### src/logic/imc_consts.svh
// Constants of the two-wire bus master controller: offsets, bit positions, resets.
// Assumes inclusion by the controller module and the testbench only.
// Summary of operation
// - Master makes every SCL pulse and every Start and Stop condition.
// - Repeated Start ends a transfer and keeps the bus owned.
// - Transmit sends address byte with direction zero, eight-bit bytes, ack received.
// - Receive takes eight-bit bytes after an address byte with direction one.
// - Writing the transmit buffer with the master idle sets the full flag and starts shifting.
// - Each sent bit appears on SDA after SCL falls.
// - Status bit 14 reads one while a transmission runs.
// - Receive request bit 3 starts reception, ignored unless master idle.
// - Each baud rollover outside Start, Restart and Stop toggles SCL; SDA sampled on each SCL rise in receive and at the transmit ack bit.
// - Baud generator loads the reload value, counts to zero, then stops.
// - Released SCL suspends the generator until SCL reads high, then reloads.
// - Released SDA read low while SCL high, except in receive and at the transmit ack bit, flags collision, event, idle.
// - Collision in transmit clears full flag and releases both lines.
// - Collision in a condition sequence aborts it and clears its request bit.
// - After collision, an observed Stop raises the master event.
// - A transmit write after collision restarts from the new first bit.
// - Sleep abandons any transfer under way.
// - In CPU Idle the block runs unless the idle-stop bit is one.
// - On request the master sends an acknowledge after a received byte.
// - Completion of any master sequence raises the master event.
`ifndef IMC_CONSTS_SVH
`define IMC_CONSTS_SVH
`define IMC_IDX_RCV  10'h200
`define IMC_IDX_TRN  10'h202
`define IMC_IDX_BRG  10'h204
`define IMC_IDX_CON  10'h206
`define IMC_IDX_STAT 10'h208
`define IMC_IDX_ADD  10'h20A
`define IMC_TRN_RST  16'h00FF
`define IMC_CON_RST  16'h1000
`define IMC_CON_EN    15
`define IMC_CON_SIDL  13
`define IMC_CON_ACK_LEVEL_BIT 5
`define IMC_CON_ACK_REQUEST_BIT 4
`define IMC_CON_RECEIVE_REQUEST_BIT  3
`define IMC_CON_PEN   2
`define IMC_CON_RESTART_REQUEST_BIT  1
`define IMC_CON_SEN   0
`define IMC_ST_ACK    15
`define IMC_ST_TRS    14
`define IMC_ST_BCL    10
`define IMC_ST_IWCOL  7
`define IMC_ST_P      4
`define IMC_ST_S      3
`define IMC_ST_RBF    1
`define IMC_ST_TBF    0
`define IMC_TX_LAST   4'h8
`define IMC_RX_LAST   4'h7
`endif

### src/logic/imc_pkg.sv
// Types shared by the bus master controller modules.
// Assumes the constants header is compiled alongside.
package imc_pkg;
  typedef enum logic [2:0] {
    ST_IDLE, ST_START, ST_RESTART, ST_STOP, ST_TX, ST_RX, ST_ACK
  } imc_state_t;
  typedef struct packed {
    logic scl_low;
    logic sda_low;
    logic last;
  } imc_lines_t;
  typedef struct packed {
    logic scl;
    logic sda;
  } imc_bus_t;
endpackage : imc_pkg

### src/logic/imc_sync.sv
// Two-stage synchroniser for the bus lines.
// Assumes asynchronous pin levels and a free-running clock.
`timescale 1ns/1ps
module imc_sync (
  // Clock and reset
  input  wire logic       clk,
  input  wire logic       rst_n,
  // Lines
  input  wire logic [1:0] d,
  output logic      [1:0] q
);
  logic [1:0] meta_q;
  // Idle bus level is high, so reset to ones
  always_ff @(posedge clk or negedge rst_n) begin
    if (!rst_n) begin
      meta_q <= 2'h3;
      q      <= 2'h3;
    end else begin
      meta_q <= d;
      q      <= meta_q;
    end
  end
endmodule : imc_sync

### src/logic/imc_baud_gen.sv
// Reload and count-down baud generator.
// Assumes the reload value is at least two.
`timescale 1ns/1ps
module imc_baud_gen (
  // Clock and reset
  input  wire logic        clk,
  input  wire logic        rst_n,
  // Control
  input  wire logic        load,
  input  wire logic        run,
  input  wire logic [15:0] reload,
  // Status
  output logic             zero
);
  logic [15:0] cnt_q;
  // Counts down and rests at zero until loaded again
  always_ff @(posedge clk or negedge rst_n) begin
    if (!rst_n) begin
      cnt_q <= 16'h0000;
    end else if (load) begin
      cnt_q <= reload;
    end else if (run && cnt_q != 16'h0000) begin
      cnt_q <= cnt_q - 16'h0001;
    end
  end
  assign zero = (cnt_q == 16'h0000);
endmodule : imc_baud_gen

### src/logic/imc_master.sv
// Two-wire bus master controller with an APB register slave.
// Assumes open-drain pads outside; oe high pulls the line low.
//
// The implementer's own choice: the APB interface to the registers.
`timescale 1ns/1ps
`include "imc_consts.svh"
module imc_master import imc_pkg::*; (
  // APB slave
  input  wire logic        pclk,
  input  wire logic        presetn,
  input  wire logic        psel,
  input  wire logic        penable,
  input  wire logic        pwrite,
  input  wire logic [11:0] paddr,
  input  wire logic [31:0] pwdata,
  output logic      [31:0] prdata,
  output logic             pready,
  output logic             pslverr,
  // Bus pins
  input  wire logic        scl_in,
  input  wire logic        sda_in,
  output logic             scl_out,
  output logic             scl_oe,
  output logic             sda_out,
  output logic             sda_oe,
  // Power and events
  input  wire logic        sleep_req,
  input  wire logic        cpu_idle,
  output logic             master_event
);
  imc_state_t  state_q, go;
  imc_lines_t  lv;
  imc_bus_t    bus_s, prev_q;
  logic [1:0]  sync_q, step_q;
  logic [3:0]  bit_q;
  logic [7:0]  sh_q, rcv_q;
  logic [15:0] con_q, trn_q, brg_q, add_q, stat_w;
  logic [4:0]  req_q, go_req;
  logic        armed_q, scl_low_q, sda_low_q, watch_q, mev_q, pready_q;
  logic        pslverr_q, pin_q, ackstat_q, bcl_q, iwcol_q, p_q, s_q, rbf_q, tbf_q;
  logic [31:0] prdata_q;
  logic        acc, wr, rd, wr_con, wr_trn, mapped, run, abort, busy, idle;
  logic        brg_zero, brg_load, adv, coll, done_all, next_bit, rise_smp;
  logic        expect_hi, start_det, stop_det, lv_scl_low, sda_s;

  function automatic logic hit(input logic [11:0] a, input logic [9:0] idx);
    hit = (a[11:2] == idx) && (a[1:0] == 2'h0);
  endfunction : hit

  // Line levels of each step of each sequence
  function automatic imc_lines_t levels(input imc_state_t st, input logic [1:0] s,
                                        input logic [3:0] b, input logic msb,
                                        input logic ack_level_bit);
    levels = '0;
    case (st)
      ST_START: begin
        levels.scl_low = (s == 2'h1);
        levels.sda_low = 1'b1;
        levels.last    = (s == 2'h1);
      end
      ST_RESTART: begin
        levels.scl_low = (s == 2'h0) || (s == 2'h3);
        levels.sda_low = (s >= 2'h2);
        levels.last    = (s == 2'h3);
      end
      ST_STOP: begin
        levels.scl_low = (s == 2'h0);
        levels.sda_low = (s != 2'h2);
        levels.last    = (s == 2'h2);
      end
      ST_ACK: begin
        levels.scl_low = (s == 2'h0);
        levels.sda_low = ~ack_level_bit;
        levels.last    = (s == 2'h1);
      end
      ST_TX: begin
        levels.scl_low = (s == 2'h0);
        levels.sda_low = (b != `IMC_TX_LAST) && !msb;
        levels.last    = (s == 2'h1);
      end
      ST_RX: begin
        levels.scl_low = (s == 2'h0);
        levels.sda_low = 1'b0;
        levels.last    = (s == 2'h1);
      end
      default: levels = '0;
    endcase
  endfunction : levels

  imc_sync u_sync (
    .clk   (pclk),
    .rst_n (presetn),
    .d     ({scl_in, sda_in}),
    .q     (sync_q)
  );
  assign bus_s = imc_bus_t'(sync_q);
  assign sda_s = bus_s.sda;

  imc_baud_gen u_brg (
    .clk    (pclk),
    .rst_n  (presetn),
    .load   (brg_load),
    .run    (run),
    .reload (brg_q),
    .zero   (brg_zero)
  );

  // Access completes on the second access-phase edge
  assign acc    = psel && penable && pready_q;
  assign wr     = acc && pwrite;
  assign rd     = acc && !pwrite;
  assign wr_con = wr && hit(paddr, `IMC_IDX_CON);
  assign wr_trn = wr && hit(paddr, `IMC_IDX_TRN);
  assign mapped = hit(paddr, `IMC_IDX_RCV) || hit(paddr, `IMC_IDX_TRN) ||
                  hit(paddr, `IMC_IDX_BRG) || hit(paddr, `IMC_IDX_CON) ||
                  hit(paddr, `IMC_IDX_STAT) || hit(paddr, `IMC_IDX_ADD);

  // Sleep or disable abandons work; idle-stop only freezes it
  assign abort = sleep_req || !con_q[`IMC_CON_EN];
  assign run   = !abort && !(cpu_idle && con_q[`IMC_CON_SIDL]);
  assign idle  = (state_q == ST_IDLE);
  assign busy  = !idle;
  assign lv    = levels(state_q, step_q, bit_q, sh_q[7], con_q[`IMC_CON_ACK_LEVEL_BIT]);
  assign lv_scl_low = lv.scl_low;

  // Released SCL loads the generator only once seen high
  assign brg_load = busy && run && !armed_q &&
                    (lv.scl_low || (!scl_low_q && bus_s.scl));
  assign rise_smp = brg_load && !lv.scl_low;
  assign adv      = busy && run && armed_q && brg_zero;
  assign expect_hi = !lv.sda_low && (state_q != ST_RX) &&
                     !((state_q == ST_TX) && (bit_q == `IMC_TX_LAST));
  assign coll     = adv && !lv.scl_low && expect_hi && bus_s.scl && !bus_s.sda;
  assign done_all = adv && lv.last && !coll &&
                    (((state_q != ST_TX) && (state_q != ST_RX)) ||
                     ((state_q == ST_TX) && (bit_q == `IMC_TX_LAST)) ||
                     ((state_q == ST_RX) && (bit_q == `IMC_RX_LAST)));
  assign next_bit = adv && lv.last && !coll && !done_all;

  // Request decode, one operation at a time
  always_comb begin
    go     = ST_IDLE;
    go_req = 5'h00;
    if (idle && run) begin
      if (wr_con && pwdata[`IMC_CON_SEN]) begin
        go = ST_START;
        go_req[`IMC_CON_SEN] = 1'b1;
      end else if (wr_con && pwdata[`IMC_CON_RESTART_REQUEST_BIT]) begin
        go = ST_RESTART;
        go_req[`IMC_CON_RESTART_REQUEST_BIT] = 1'b1;
      end else if (wr_con && pwdata[`IMC_CON_PEN]) begin
        go = ST_STOP;
        go_req[`IMC_CON_PEN] = 1'b1;
      end else if (wr_con && pwdata[`IMC_CON_RECEIVE_REQUEST_BIT]) begin
        go = ST_RX;
        go_req[`IMC_CON_RECEIVE_REQUEST_BIT] = 1'b1;
      end else if (wr_con && pwdata[`IMC_CON_ACK_REQUEST_BIT]) begin
        go = ST_ACK;
        go_req[`IMC_CON_ACK_REQUEST_BIT] = 1'b1;
      end else if (wr_trn) begin
        go = ST_TX;
      end
    end
  end

  // Sequencer
  always_ff @(posedge pclk or negedge presetn) begin
    if (!presetn) begin
      state_q <= ST_IDLE;
      step_q  <= 2'h0;
      bit_q   <= 4'h0;
      armed_q <= 1'b0;
    end else if (abort || coll) begin
      state_q <= ST_IDLE;
      armed_q <= 1'b0;
    end else if (go != ST_IDLE) begin
      state_q <= go;
      step_q  <= 2'h0;
      bit_q   <= 4'h0;
      armed_q <= 1'b0;
    end else if (adv) begin
      armed_q <= 1'b0;
      if (done_all) begin
        state_q <= ST_IDLE;
      end else if (next_bit) begin
        step_q <= 2'h0;
        bit_q  <= bit_q + 4'h1;
      end else begin
        step_q <= step_q + 2'h1;
      end
    end else if (brg_load) begin
      armed_q <= 1'b1;
    end
  end

  // Line drive; data changes only with SCL pulled low
  always_ff @(posedge pclk or negedge presetn) begin
    if (!presetn) begin
      scl_low_q <= 1'b0;
      sda_low_q <= 1'b0;
    end else if (abort || coll) begin
      scl_low_q <= 1'b0;
      sda_low_q <= 1'b0;
    end else if (done_all) begin
      scl_low_q <= (state_q != ST_STOP);
      sda_low_q <= (state_q == ST_START) || (state_q == ST_RESTART);
    end else if (busy && run) begin
      scl_low_q <= lv.scl_low;
      // Data waits a cycle after SCL is pulled low, never moving with the fall
      sda_low_q <= (lv.scl_low && !scl_low_q) ? sda_low_q : lv.sda_low;
    end
  end

  // Shift register and receive buffer
  always_ff @(posedge pclk or negedge presetn) begin
    if (!presetn) begin
      sh_q      <= 8'h00;
      rcv_q     <= 8'h00;
      ackstat_q <= 1'b0;
    end else begin
      if (go == ST_TX) begin
        sh_q <= pwdata[7:0];
      end else if (go == ST_RX) begin
        sh_q <= 8'h00;
      end else if (state_q == ST_TX && next_bit) begin
        sh_q <= {sh_q[6:0], 1'b0};
      end else if (state_q == ST_RX && rise_smp) begin
        sh_q <= {sh_q[6:0], bus_s.sda};
      end
      if (state_q == ST_TX && rise_smp && bit_q == `IMC_TX_LAST) begin
        ackstat_q <= bus_s.sda;
      end
      if (state_q == ST_RX && done_all) begin
        rcv_q <= sh_q;
      end
    end
  end

  // Software registers; hardware sets win over clears
  always_ff @(posedge pclk or negedge presetn) begin
    if (!presetn) begin
      con_q <= `IMC_CON_RST;
      trn_q <= `IMC_TRN_RST;
      brg_q <= 16'h0000;
      add_q <= 16'h0000;
      req_q <= 5'h00;
    end else begin
      if (wr_con) begin
        con_q <= pwdata[15:0];
      end
      if (go == ST_TX) begin
        trn_q <= pwdata[15:0];
      end
      if (wr && hit(paddr, `IMC_IDX_BRG)) begin
        brg_q <= pwdata[15:0];
      end
      if (wr && hit(paddr, `IMC_IDX_ADD)) begin
        add_q <= pwdata[15:0];
      end
      if (go != ST_IDLE) begin
        req_q <= go_req;
      end else if (done_all || coll || abort) begin
        req_q <= 5'h00;
      end
    end
  end

  // Status flags
  always_ff @(posedge pclk or negedge presetn) begin
    if (!presetn) begin
      tbf_q   <= 1'b0;
      bcl_q   <= 1'b0;
      iwcol_q <= 1'b0;
      rbf_q   <= 1'b0;
    end else begin
      if (go == ST_TX) begin
        tbf_q <= 1'b1;
      end else if ((state_q == ST_TX && done_all) || coll || abort) begin
        tbf_q <= 1'b0;
      end
      if (coll) begin
        bcl_q <= 1'b1;
      end else if (wr && hit(paddr, `IMC_IDX_STAT) && !pwdata[`IMC_ST_BCL]) begin
        bcl_q <= 1'b0;
      end
      if (wr_trn && busy) begin
        iwcol_q <= 1'b1;
      end else if (wr && hit(paddr, `IMC_IDX_STAT) && !pwdata[`IMC_ST_IWCOL]) begin
        iwcol_q <= 1'b0;
      end
      if (state_q == ST_RX && done_all) begin
        rbf_q <= 1'b1;
      end else if (rd && hit(paddr, `IMC_IDX_RCV)) begin
        rbf_q <= 1'b0;
      end
    end
  end

  // Bus watcher for Start, Stop and post-collision wait
  assign start_det = prev_q.sda && !bus_s.sda && prev_q.scl && bus_s.scl;
  assign stop_det  = !prev_q.sda && bus_s.sda && prev_q.scl && bus_s.scl;
  always_ff @(posedge pclk or negedge presetn) begin
    if (!presetn) begin
      prev_q  <= '1;
      s_q     <= 1'b0;
      p_q     <= 1'b0;
      watch_q <= 1'b0;
      mev_q   <= 1'b0;
    end else begin
      prev_q <= bus_s;
      if (start_det) begin
        s_q <= 1'b1;
        p_q <= 1'b0;
      end else if (stop_det) begin
        s_q <= 1'b0;
        p_q <= 1'b1;
      end
      if (coll) begin
        watch_q <= 1'b1;
      end else if (stop_det) begin
        watch_q <= 1'b0;
      end
      mev_q <= done_all || coll || (watch_q && stop_det);
    end
  end

  always_comb begin
    stat_w = 16'h0000;
    stat_w[`IMC_ST_ACK]   = ackstat_q;
    stat_w[`IMC_ST_TRS]   = (state_q == ST_TX);
    stat_w[`IMC_ST_BCL]   = bcl_q;
    stat_w[`IMC_ST_IWCOL] = iwcol_q;
    stat_w[`IMC_ST_P]     = p_q;
    stat_w[`IMC_ST_S]     = s_q;
    stat_w[`IMC_ST_RBF]   = rbf_q;
    stat_w[`IMC_ST_TBF]   = tbf_q;
  end

  // APB answer, one wait state
  always_ff @(posedge pclk or negedge presetn) begin
    if (!presetn) begin
      pready_q  <= 1'b0;
      prdata_q  <= 32'h0000_0000;
      pslverr_q <= 1'b0;
      pin_q     <= 1'b0;
    end else begin
      pready_q  <= psel && penable && !pready_q;
      pslverr_q <= psel && penable && !pready_q && !mapped;
      pin_q     <= 1'b0;
      prdata_q  <= 32'h0000_0000;
      if (psel && penable && !pready_q && !pwrite) begin
        if (hit(paddr, `IMC_IDX_RCV)) prdata_q <= {24'h000000, rcv_q};
        if (hit(paddr, `IMC_IDX_TRN)) prdata_q <= {16'h0000, trn_q};
        if (hit(paddr, `IMC_IDX_BRG)) prdata_q <= {16'h0000, brg_q};
        if (hit(paddr, `IMC_IDX_CON)) prdata_q <= {16'h0000, con_q[15:5], req_q};
        if (hit(paddr, `IMC_IDX_STAT)) prdata_q <= {16'h0000, stat_w};
        if (hit(paddr, `IMC_IDX_ADD)) prdata_q <= {16'h0000, add_q};
      end
    end
  end

  assign prdata       = prdata_q;
  assign pready       = pready_q;
  assign pslverr      = pslverr_q;
  assign scl_out      = pin_q;
  assign sda_out      = pin_q;
  assign scl_oe       = scl_low_q;
  assign sda_oe       = sda_low_q;
  assign master_event = mev_q;
endmodule : imc_master

### config.mk
export PLATFORM = sky130hd
export DESIGN_NAME = imc_master
export DESIGN_NICKNAME = d
export VERILOG_FILES = /design/src/logic/imc_pkg.sv /design/src/logic/imc_sync.sv /design/src/logic/imc_baud_gen.sv /design/src/logic/imc_master.sv
export VERILOG_INCLUDE_DIRS = /design/src /design/src/logic
export SDC_FILE = /design/constraint.sdc
export NUM_CORES = 1
export LEC_CHECK = 0
export BUFFER_PORTS_ARGS = -buffer_cell sky130_fd_sc_hd__buf_4
export CAP_MARGIN = 10
export CORE_MARGIN = 10
export CORE_UTILIZATION = 45
export CTS_BUF_LIST = sky130_fd_sc_hd__clkbuf_2 sky130_fd_sc_hd__clkbuf_4 sky130_fd_sc_hd__clkbuf_8
export CTS_CLUSTER_DIAMETER = 200
export DETAILED_ROUTE_END_ITERATION = 10
export PLACE_DENSITY = 0.75
export SYNTH_ARGS = -nofsm -noshare
export SYNTH_HDL_FRONTEND = slang
export SYNTH_SLANG_ARGS = --single-unit
### constraint.sdc
create_clock -name pclk -period 3.05 [get_ports pclk]
set_input_delay 0.4575 -clock pclk [delete_from_list [all_inputs] [get_ports pclk]]
set_output_delay 0.4575 -clock pclk [all_outputs]
set_load 0.05 [all_outputs]
==> results of run 1 <==
==> report_power, final <==
group          total (µW)  leakage, µW  switching (µW)  internal, µW
Combinational         215      0.00175             160          55.2
Clock                1550     0.000204             860           691
Sequential           1890      0.00189            8.87          1880
Total                3650      0.00384            1030          2630
==> area by class of cell <==
| cell class | count | area [µm²] | share of cell area (%) |
|---|---|---|---|
| inverters | 21 | 78.8 | 0.934 |
| flip-flops and latches | 141 | 3550 | 42.0 |
| clock inverters | 15 | 166 | 1.97 |
| repair buffers | 89 | 687 | 8.14 |
| well taps | 216 | 270 | 3.20 |
| clock buffers | 17 | 234 | 2.77 |
| multi-input cells | 510 | 3460 | 41.0 |
==> routing by layer <==
layer	wire, µm	GRT usage [%]	vias up
met2	9100	28.2	190
met3	1180	4.73	26
met4	280	5.00	0
li1	-	-	2664
met5	0	0	-
met1	8610	23.2	2848
==> cell usage after synthesis (8+ instances only) <==
cell type and count:
o21ai_0 66, o21ai_1 13, mux2_4 12, xor2_1 9, buf_2 8, nor2b_1 9
mux2_1 9, a21oi_1 39, inv_1 21, nor2_1 39, nand4_1 8, buf_4 20
dfrtp_1 126, dfstp_2 15, nand3_1 19, a2bb2oi_1 9, nor4_1 10, nor3_1 9
ha_1 8, clkbuf_1 14, nand2_1 65, nand2b_1 10, mux2_2 42
==> final timing paths <==
path	start	to	slack, ns	cells after the start
setup / recovery	state_q[2]	sh_q[5]	0.26	6
hold / removal	sda_in	u_sync.meta_q[0]	0.09	1
setup reg to reg	state_q[2]	sh_q[5]	0.26	6
hold reg to reg	u_sync.meta_q[0]	u_sync.q[0]	0.36	0
max in group asynchronous	presetn	con_q[12]	1.69	3
min in group asynchronous	presetn	sh_q[3]	0.52	2
==> sequential cells by signal, indices dropped and copies added, names as in the netlist, 2 cells and up <==
| register | cells |
|---|---|
| add_q | 16 |
| brg_q | 16 |
| prdata | 16 |
| trn_q | 16 |
| u_brg.cnt_q | 16 |
| con_q | 11 |
| rcv_q | 8 |
| sh_q | 8 |
| req_q | 5 |
| bit_q | 4 |
| state_q | 3 |
| prev_q | 2 |
| step_q | 2 |
| u_sync.meta_q | 2 |
| u_sync.q | 2 |
==> worst max-delay path: cells and delay by family (launching register included) <==
kind               cells  cell delay (ns)
AOI/OAI and AO/OA      2             0.72
muxes                  1             0.36
and+or+nand+nor        3             0.97
DFF                    1             0.61
==> kinds of logic (layout without fill, tap and decap cells) <==
family / count (synthesis) / count (layout)
flip-flops: 141 / 141
multiplexers: 66 / 66
AO/OA/AOI/OAI: 179 / 179
adder cells (fa/ha/maj): 8 / 8
XOR/XNOR: 16 / 16
buffers and inverters: 68 / 142
other: 1 / 18
AND/OR/NAND/NOR: 223 / 223
==> placed cells by master (no fill, tap or decap), types with 9 or more instances in the layout <==
master,Yosys,layout
a21oi_1,39,39
a2bb2oi_1,9,9
buf_4,20,86
clkbuf_8,0,17
conb_1,1,18
dfrtp_1,126,126
dfstp_2,15,15
inv_1,21,21
mux2_1,9,9
mux2_2,42,42
mux2_4,12,12
nand2_1,65,65
nand2b_1,10,10
nand3_1,19,19
nor2_1,39,39
nor2b_1,9,9
nor3_1,9,9
nor4_1,10,10
o21ai_0,66,66
o21ai_1,13,13
xor2_1,9,9
==> metrics by stage <==
| step | worst slack (ns) | area, µm² |
|---|---|---|
| after global placement | 0.333 | 8030 |
| after floorplan | 0.586 | 7340 |
| after CTS | 0.294 | 8440 |
| after global routing | 0.128 | 8440 |
| after detailed placement | 0.342 | 8030 |
| final | 0.263 | 8440 |
==> results.py, run 1 <==
metrics = {
    "status": {
        "outcome": "finished clean",
    },
    "timing": {
        "tightestPinTransition_ns": 0.822,
        "setup_viol": 0,
        "rsz0062_at_grt": "no",
        "fin_tns_setup_ns": 0,
        "whs_ns": 0.0913,
        "fmaxAchievable_mhz": 359,
        "slew_headroom_pct": 43.8,
        "skew_ns": 0.0137,
        "hold_viol": 0,
        "finalCritPeriodShare_pct": 91.4,
        "finalCriticalPeriod_ns": 2.79,
        "final-max-slew-violation-count": 0,
    },
    "grt": {
        "overflow": 0,
        "grt_pass1_wl_mm": 31.0,
        "grt_pass1_vias": 5780,
        "grt_max_degree": 58,
        "grt_usage_pct": 17.7,
        "grt_antenna_before_repair": 0,
    },
    "clocking": {
        "postCtsSetupBuffers": 0,
        "ctsResizeCount": 0,
        "cts_tree": "done",
        "cts_root_buffer": "clkbuf_8",
        "clk_latency_ns": 0.48,
        "cts_hold_buf": 1,
        "numCtsBuffers": 17,
        "clk_pin_slew_ns": 0.09,
        "cts_htree_levels": 4,
        "cts_sinks": 141,
        "clk_path_buf_depth": 2,
    },
    "floorplan": {
        "num_io_pins": 92,
        "fp-row-count": 46,
        "die_x_um": 147,
        "dieArea_um2": 21700,
        "die_h_um": 147,
        "initial_core_util_pct": 45.8,
        "core_um2": 15900,
    },
    "yosys": {
        "yosysUniqueCellTypes": 77,
        "syn_area_per_cell_um2": 10.4,
        "synth_compound_area_share_pct": 15.5,
        "synthCells": 702,
        "ys_warn_count": 0,
        "synth_area_leader_cell": "dfrtp_1",
        "synthFlopType": "dfrtp_1",
        "postSynth.asyncResetShare_pct": 100,
        "ys_seq_elements": 141,
        "ys_seq_area_share_pct": 48.7,
        "muxShareOfSynthArea_pct": 10.8,
        "synth_top_area_share_pct": 43.3,
        "synth_top_family_by_area": "simple AND/OR/NAND/NOR gates",
        "syn-cell-area_um2": 7280,
        "yosys.area_share.simple_pct": 16.8,
        "synth_edf_count": 0,
        "synthXorXnorAreaFrac_pct": 1.92,
        "synthAdderAreaFrac_pct": 1.37,
        "synth.top_cells.by_area": "dfrtp_1 43%, mux2_2 6.5%, dfstp_2 5.4%",
    },
    "critical_path": {
        "endpoint_kind": "flip-flop",
        "path_cells": "and3b_1, o21ai_2, nand4_4, o2111a_1, or3_1, mux2_4",
        "critical-path-max-stage-delay_ns": 0.61,
        "cp_slowest_cell": "dfrtp_1",
        "cp.arrival_ns": 3.15,
        "critPathRequiredTime_ns": 3.41,
        "crit_fanout": 15,
        "start_kind": "flip-flop",
        "criticalPathCategory": "flip-flop to flip-flop",
    },
    "final_layout": {
        "fin_cells": 1009,
        "fin_util_pct": 53.2,
        "areaGrowthSynthToFinish_pct": 16.0,
        "drive_gt1_share_pct": 26.9,
        "fillers": 1423,
        "antenna_cells": 0,
        "nNetsFinal": 841,
    },
    "routing": {
        "drt.antenna.violating_nets": 0,
        "num_vias": 5728,
        "wirelength_mm": 19.2,
        "wl_per_cell_um": 19.0,
        "vias_per_cell": 5.68,
        "drc_errors": 0,
        "dr.pass1.iters": 6,
        "drt-initial-drc-count": 622,
    },
    "pwr": {
        "peakVddDrop_v": 0.000293,
        "p_per_area_nw_per_um2": 433,
        "p_leak_uw": 0.00384,
        "p_total_uw": 3650,
    },
    "place": {
        "io_buffers": 57,
        "place.gp.congestion": 0.950,
        "dp_cells": 976,
        "hpwl_mm": 14.1,
    },
    "run": {
        "drv_cap": 0,
    },
    "min_path": {
        "hold_path.class": "primary input to flip-flop",
    },
}
Power figures use the tool's default switching activity.
==> run 2: changes to the inputs <==
Settings changed: PLACE_DENSITY 0.75 to default, PLACE_DENSITY_LB_ADDON from default to 0.2, TNS_END_PERCENT from default to 10.
==> results.py, run 2 (synthesis gave the netlist of run 1 again) <==
metrics = {
    "final_layout": {
        "drive_gt1_share_pct": 26.3,
        "final_common_cell": "dfrtp_1",
        "nNetsFinal": 834,
        "antenna_cells": 0,
        "layout_common_cells": "126 x dfrtp_1, 79 x buf_4, 66 x o21ai_0",
        "areaGrowthSynthToFinish_pct": 16.3,
    },
    "routing": {
        "dr.pass1.iters": 5,
        "num_vias": 5748,
        "drt.antenna.violating_nets": 0,
        "vias_per_cell": 5.74,
        "drc_errors": 0,
        "wirelength_mm": 19.4,
        "drt-initial-drc-count": 622,
        "wl_per_cell_um": 19.4,
    },
    "clocking": {
        "cts_root_buffer": "clkbuf_8",
        "clk_path_buf_depth": 2,
        "cts_htree_levels": 4,
        "ctsResizeCount": 0,
        "postCtsSetupBuffers": 0,
        "cts_tree": "done",
        "clk_pin_slew_ns": 0.08,
        "numCtsBuffers": 17,
        "cts_hold_buf": 0,
        "clk_latency_ns": 0.45,
        "cts_sinks": 141,
    },
    "grt": {
        "grt_pass1_vias": 5904,
        "grt_max_degree": 70,
        "grt_pass1_wl_mm": 31.4,
        "grt_usage_pct": 18.1,
        "overflow": 0,
        "grt_antenna_before_repair": 0,
    },
    "pwr": {
        "peakVddDrop_v": 0.000502,
        "p_total_uw": 3890,
        "p_per_area_nw_per_um2": 459,
        "p_leak_uw": 0.00385,
    },
    "timing": {
        "fmaxAchievable_mhz": 365,
        "rsz0062_at_grt": "no",
        "setup_viol": 0,
        "hold_viol": 0,
        "slew_headroom_pct": 52.8,
        "finalCritPeriodShare_pct": 89.9,
        "skew_ns": 0.0106,
        "fin_tns_setup_ns": 0,
        "final-max-slew-violation-count": 0,
        "finalCriticalPeriod_ns": 2.74,
        "tightestPinTransition_ns": 0.703,
    },
    "critical_path": {
        "cpLargestDelayFamily": "compound AO/OA/AOI/OAI gates",
        "cp_num_buf_inv": 0,
        "r2r_cells": 6,
        "cp_slowest_cell": "dfrtp_1",
        "path_cells": "a21boi_1, o21ai_2, nand4_4, o2111a_1, or3_1, mux2_4",
        "cp.arrival_ns": 3.07,
        "worst-path-stages": 6,
        "critPathRequiredTime_ns": 3.38,
        "endpoint_kind": "flip-flop",
        "start_kind": "flip-flop",
        "critical-path-max-stage-delay_ns": 0.71,
        "criticalPathCategory": "flip-flop to flip-flop",
        "crit_fanout": 18,
    },
    "place": {
        "hpwl_mm": 14.4,
        "io_buffers": 57,
        "place.gp.congestion": 0.881,
    },
    "floorplan": {
        "die_x_um": 147,
        "fp-row-count": 46,
        "die_h_um": 147,
        "dieArea_um2": 21700,
        "num_io_pins": 92,
        "core_um2": 15900,
        "initial_core_util_pct": 45.8,
    },
    "min_path": {
        "hold_path.class": "primary input to asynchronous set/reset pin",
    },
    "status": {
        "outcome": "finished clean",
    },
    "run": {
        "drv_cap": 0,
    },
}
[run 2: area by class of cell]
type / count / area, µm²
Sequential cell: 141 / 3550
Fill cell: 1447 / 7410
Inverter: 21 / 78.8
Clock buffer: 20 / 263
Tap cell: 216 / 270
Timing Repair Buffer: 82 / 644
Clock inverter: 12 / 208
Multi-Input combinational cell: 510 / 3460
[run 2: path summary, 6_finish.rpt]
check	from	endpoint	slack, ns
worst max register to register	state_q[0]	sh_q[6]	0.31
max in group asynchronous	presetn	con_q[12]	2.19
worst min register to register	u_sync.meta_q[1]	u_sync.q[1]	0.36
worst max-delay path	state_q[0]	sh_q[6]	0.31
min in group pclk	sda_in	u_sync.meta_q[0]	0.12
worst min-delay path	presetn	armed_q	0.0004
[run 2: layer usage]
| layer | vias to the layer above | GRT usage, % | wire length [µm] |
|---|---|---|---|
| met5 | - | 0 | 0 |
| met2 | 203 | 29.4 | 9360 |
| met1 | 2848 | 22.2 | 8270 |
| met3 | 46 | 4.24 | 1130 |
| li1 | 2651 | - | - |
| met4 | 0 | 8.52 | 669 |
[run 2: per-stage QoR]
stage | instance area [µm²] | util, % | cells | setup WS [ns] | hold WS, ns
after floorplan | 7340 | - | 719 | 0.586 | 0.162
after global placement | 8000 | 50.4 | 970 | 0.367 | 0.345
after detailed placement | 8000 | 50.4 | 970 | 0.297 | 0.347
after CTS | 8470 | 53.3 | 1002 | 0.323 | 0.0269
after global routing | 8470 | 53.3 | 1002 | 0.0771 | 0.0487
final | 8470 | 53.3 | 1002 | 0.308 | 0.000387
[run 2: where the power goes]
part           switching [µW]  leakage [µW]  internal [µW]  total [µW]
Clock                     760      0.000240           1030        1790
Sequential               9.70       0.00189           1880        1890
Combinational             158       0.00172           54.2         213
[run 2: worst reg2reg max path, stage by stage (launching register included)]
cell	delay (ns)
dfrtp_1	0.71
a21boi_1	0.18
o21ai_2	0.36
nand4_4	0.20
o2111a_1	0.33
or3_1	0.50
mux2_4	0.35
==> run 3: changes to the inputs <==
Settings changed: ABC_AREA from default to 1.
==> results.py, run 3 <==
metrics = {
    "status": {
        "outcome": "finished clean",
    },
    "critical_path": {
        "path_cells": "inv_2, nand2_1, inv_1, nor2_2, inv_1, nor2_1, nand2_2, nor2_1, nand2_1, nand3_2, nand3_1, nand2_1, inv_1",
        "endpoint_kind": "flip-flop",
        "start_kind": "flip-flop",
        "critPathRequiredTime_ns": 3.42,
        "cp_slowest_cell": "dfrtp_1",
        "cp_num_buf_inv": 4,
        "criticalPathCategory": "flip-flop to flip-flop",
        "critical-path-max-stage-delay_ns": 0.53,
        "cp.arrival_ns": 2.83,
        "crit_fanout": 10,
        "cpLargestDelayFamily": "simple AND/OR/NAND/NOR gates",
    },
    "grt": {
        "grt_pass1_wl_mm": 33.2,
        "grt_antenna_before_repair": 0,
        "overflow": 0,
        "grt_pass1_vias": 6219,
        "grt_max_degree": 66,
        "grt_usage_pct": 18.8,
    },
    "floorplan": {
        "initial_core_util_pct": 46.2,
        "die_x_um": 148,
        "fp-row-count": 46,
        "num_io_pins": 92,
        "core_um2": 16000,
        "die_h_um": 148,
        "dieArea_um2": 21900,
    },
    "yosys": {
        "ys_seq_elements": 141,
        "ys_seq_area_share_pct": 48.0,
        "synth_area_leader_cell": "dfrtp_1",
        "syn-cell-area_um2": 7390,
        "post-synth-top-count-cell": "nand2_1",
        "synthCells": 913,
        "synth_edf_count": 0,
        "synth_top_area_share_pct": 42.7,
        "yosysUniqueCellTypes": 44,
        "synth.top_cells.by_area": "dfrtp_1 43%, nand2_1 12%, o21ai_0 5.4%",
        "postSynth.asyncResetShare_pct": 100,
        "syn_area_per_cell_um2": 8.09,
        "synthFlopType": "dfrtp_1",
        "synth_common_cells": "231 x nand2_1, 126 x dfrtp_1, 93 x inv_1",
        "ys_warn_count": 0,
    },
    "clocking": {
        "cts_root_buffer": "clkbuf_8",
        "cts_tree": "done",
        "clk_latency_ns": 0.47,
        "cts_sinks": 141,
        "clk_path_buf_depth": 2,
        "numCtsBuffers": 17,
        "cts_htree_levels": 4,
        "ctsResizeCount": 0,
        "clk_pin_slew_ns": 0.08,
    },
    "final_layout": {
        "layout_common_cells": "231 x nand2_1, 126 x dfrtp_1, 93 x inv_1",
        "areaGrowthSynthToFinish_pct": 14.5,
        "antenna_cells": 0,
        "final_common_cell": "nand2_1",
        "drive_gt1_share_pct": 17.7,
        "nNetsFinal": 1042,
    },
    "timing": {
        "slew_headroom_pct": 48.1,
        "skew_ns": 0.0129,
        "setup_viol": 0,
        "tightestPinTransition_ns": 0.777,
        "finalCriticalPeriod_ns": 2.46,
        "fmaxAchievable_mhz": 407,
        "finalCritPeriodShare_pct": 80.7,
        "final-max-slew-violation-count": 0,
        "rsz0062_at_grt": "no",
        "fin_tns_setup_ns": 0,
        "hold_viol": 0,
    },
    "min_path": {
        "hold_path.class": "primary input to flip-flop",
    },
    "run": {
        "drv_cap": 0,
    },
    "pwr": {
        "p_leak_uw": 0.00406,
        "p_total_uw": 3690,
        "p_per_area_nw_per_um2": 437,
        "peakVddDrop_v": 0.000327,
    },
    "place": {
        "hpwl_mm": 14.8,
        "place.gp.congestion": 0.891,
        "io_buffers": 57,
    },
    "routing": {
        "vias_per_cell": 5.29,
        "drc_errors": 0,
        "wl_per_cell_um": 16.7,
        "num_vias": 6403,
        "dr.pass1.iters": 5,
        "drt.antenna.violating_nets": 0,
        "wirelength_mm": 20.2,
        "drt-initial-drc-count": 491,
    },
}
-- run 3: cell types whose count changed after synthesis, moves of 10 or more --
cell / before / now
mux2_4: 12 / 0
nand3_1: 19 / 55
o21ai_0: 66 / 79
nand4_1: 8 / 32
nor2_1: 39 / 64
mux2_2: 42 / 1
nand2_1: 65 / 231
inv_1: 21 / 93
inv_2: 0 / 12
nand2b_1: 10 / 0
-- run 3: what timing repair did --
action                    4_1_cts  5_1_grt
setup buffers                   0        0
hold buffers                    1        0
hold endpoints to repair       22        0
-- run 3: area by class of cell --
class	instances	area [µm²]
fill	1619	7540
clock inverter	15	179
clock buffer	17	234
inverter	105	394
timing repair buffer	78	617
tap	216	270
sequential	141	3550
multi-input combinational	638	3220
-- run 3: worst paths after layout --
| check | start | endpoint | slack (ns) | cells past startpoint |
|---|---|---|---|---|
| min reg2reg | u_sync.meta_q[1] | u_sync.q[1] | 0.35 | 0 |
| min in group asynchronous | presetn | u_brg.cnt_q[13] | 0.55 | 2 |
| max reg2reg | state_q[2] | sh_q[1] | 0.59 | 13 |
| max in group asynchronous | presetn | trn_q[1] | 1.67 | 3 |
| max | state_q[2] | sh_q[1] | 0.59 | 13 |
| min | scl_in | u_sync.meta_q[1] | 0.1 | 1 |
-- run 3: metrics by stage --
step           utilization (%)  std cells  cell area [µm²]  worst slack, ns  hold slack, ns
5_1_grt                   52.9       1210             8460            0.362          0.0730
2_1_floorplan                -        930             7450            0.910           0.162
3_3_place_gp              50.2       1177             8030            0.500           0.346
6_report                  52.9       1210             8460            0.590          0.0951
3_5_place_dp              50.2       1177             8030            0.483           0.347
4_1_cts                   52.9       1210             8460            0.645          0.0798
-- run 3: cells by family after synthesis --
kind of cell | synth area share, %
other | 0.0508
buffers and inverters | 9.33
xor gates and xnor gates | 1.07
DFF | 48.0
AOI/OAI and AO/OA | 12.7
muxes | 0.152
adders and majority gates | 1.35
and+or+nand+nor | 27.4
-- run 3: metal layers --
metal	routed length (µm)	GRT usage (%)	vias up
li1	-	-	3123
met1	9820	26.5	3029
met2	8910	27.8	218
met3	1120	3.85	33
met4	389	6.94	0
met5	0	0	-
-- run 3: power breakdown --
part | total (µW) | switching [µW] | leakage (µW) | internal, µW
combinational | 199 | 149 | 0.00201 | 49.8
sequential | 1890 | 7.38 | 0.00185 | 1880
clock | 1600 | 845 | 0.000204 | 758
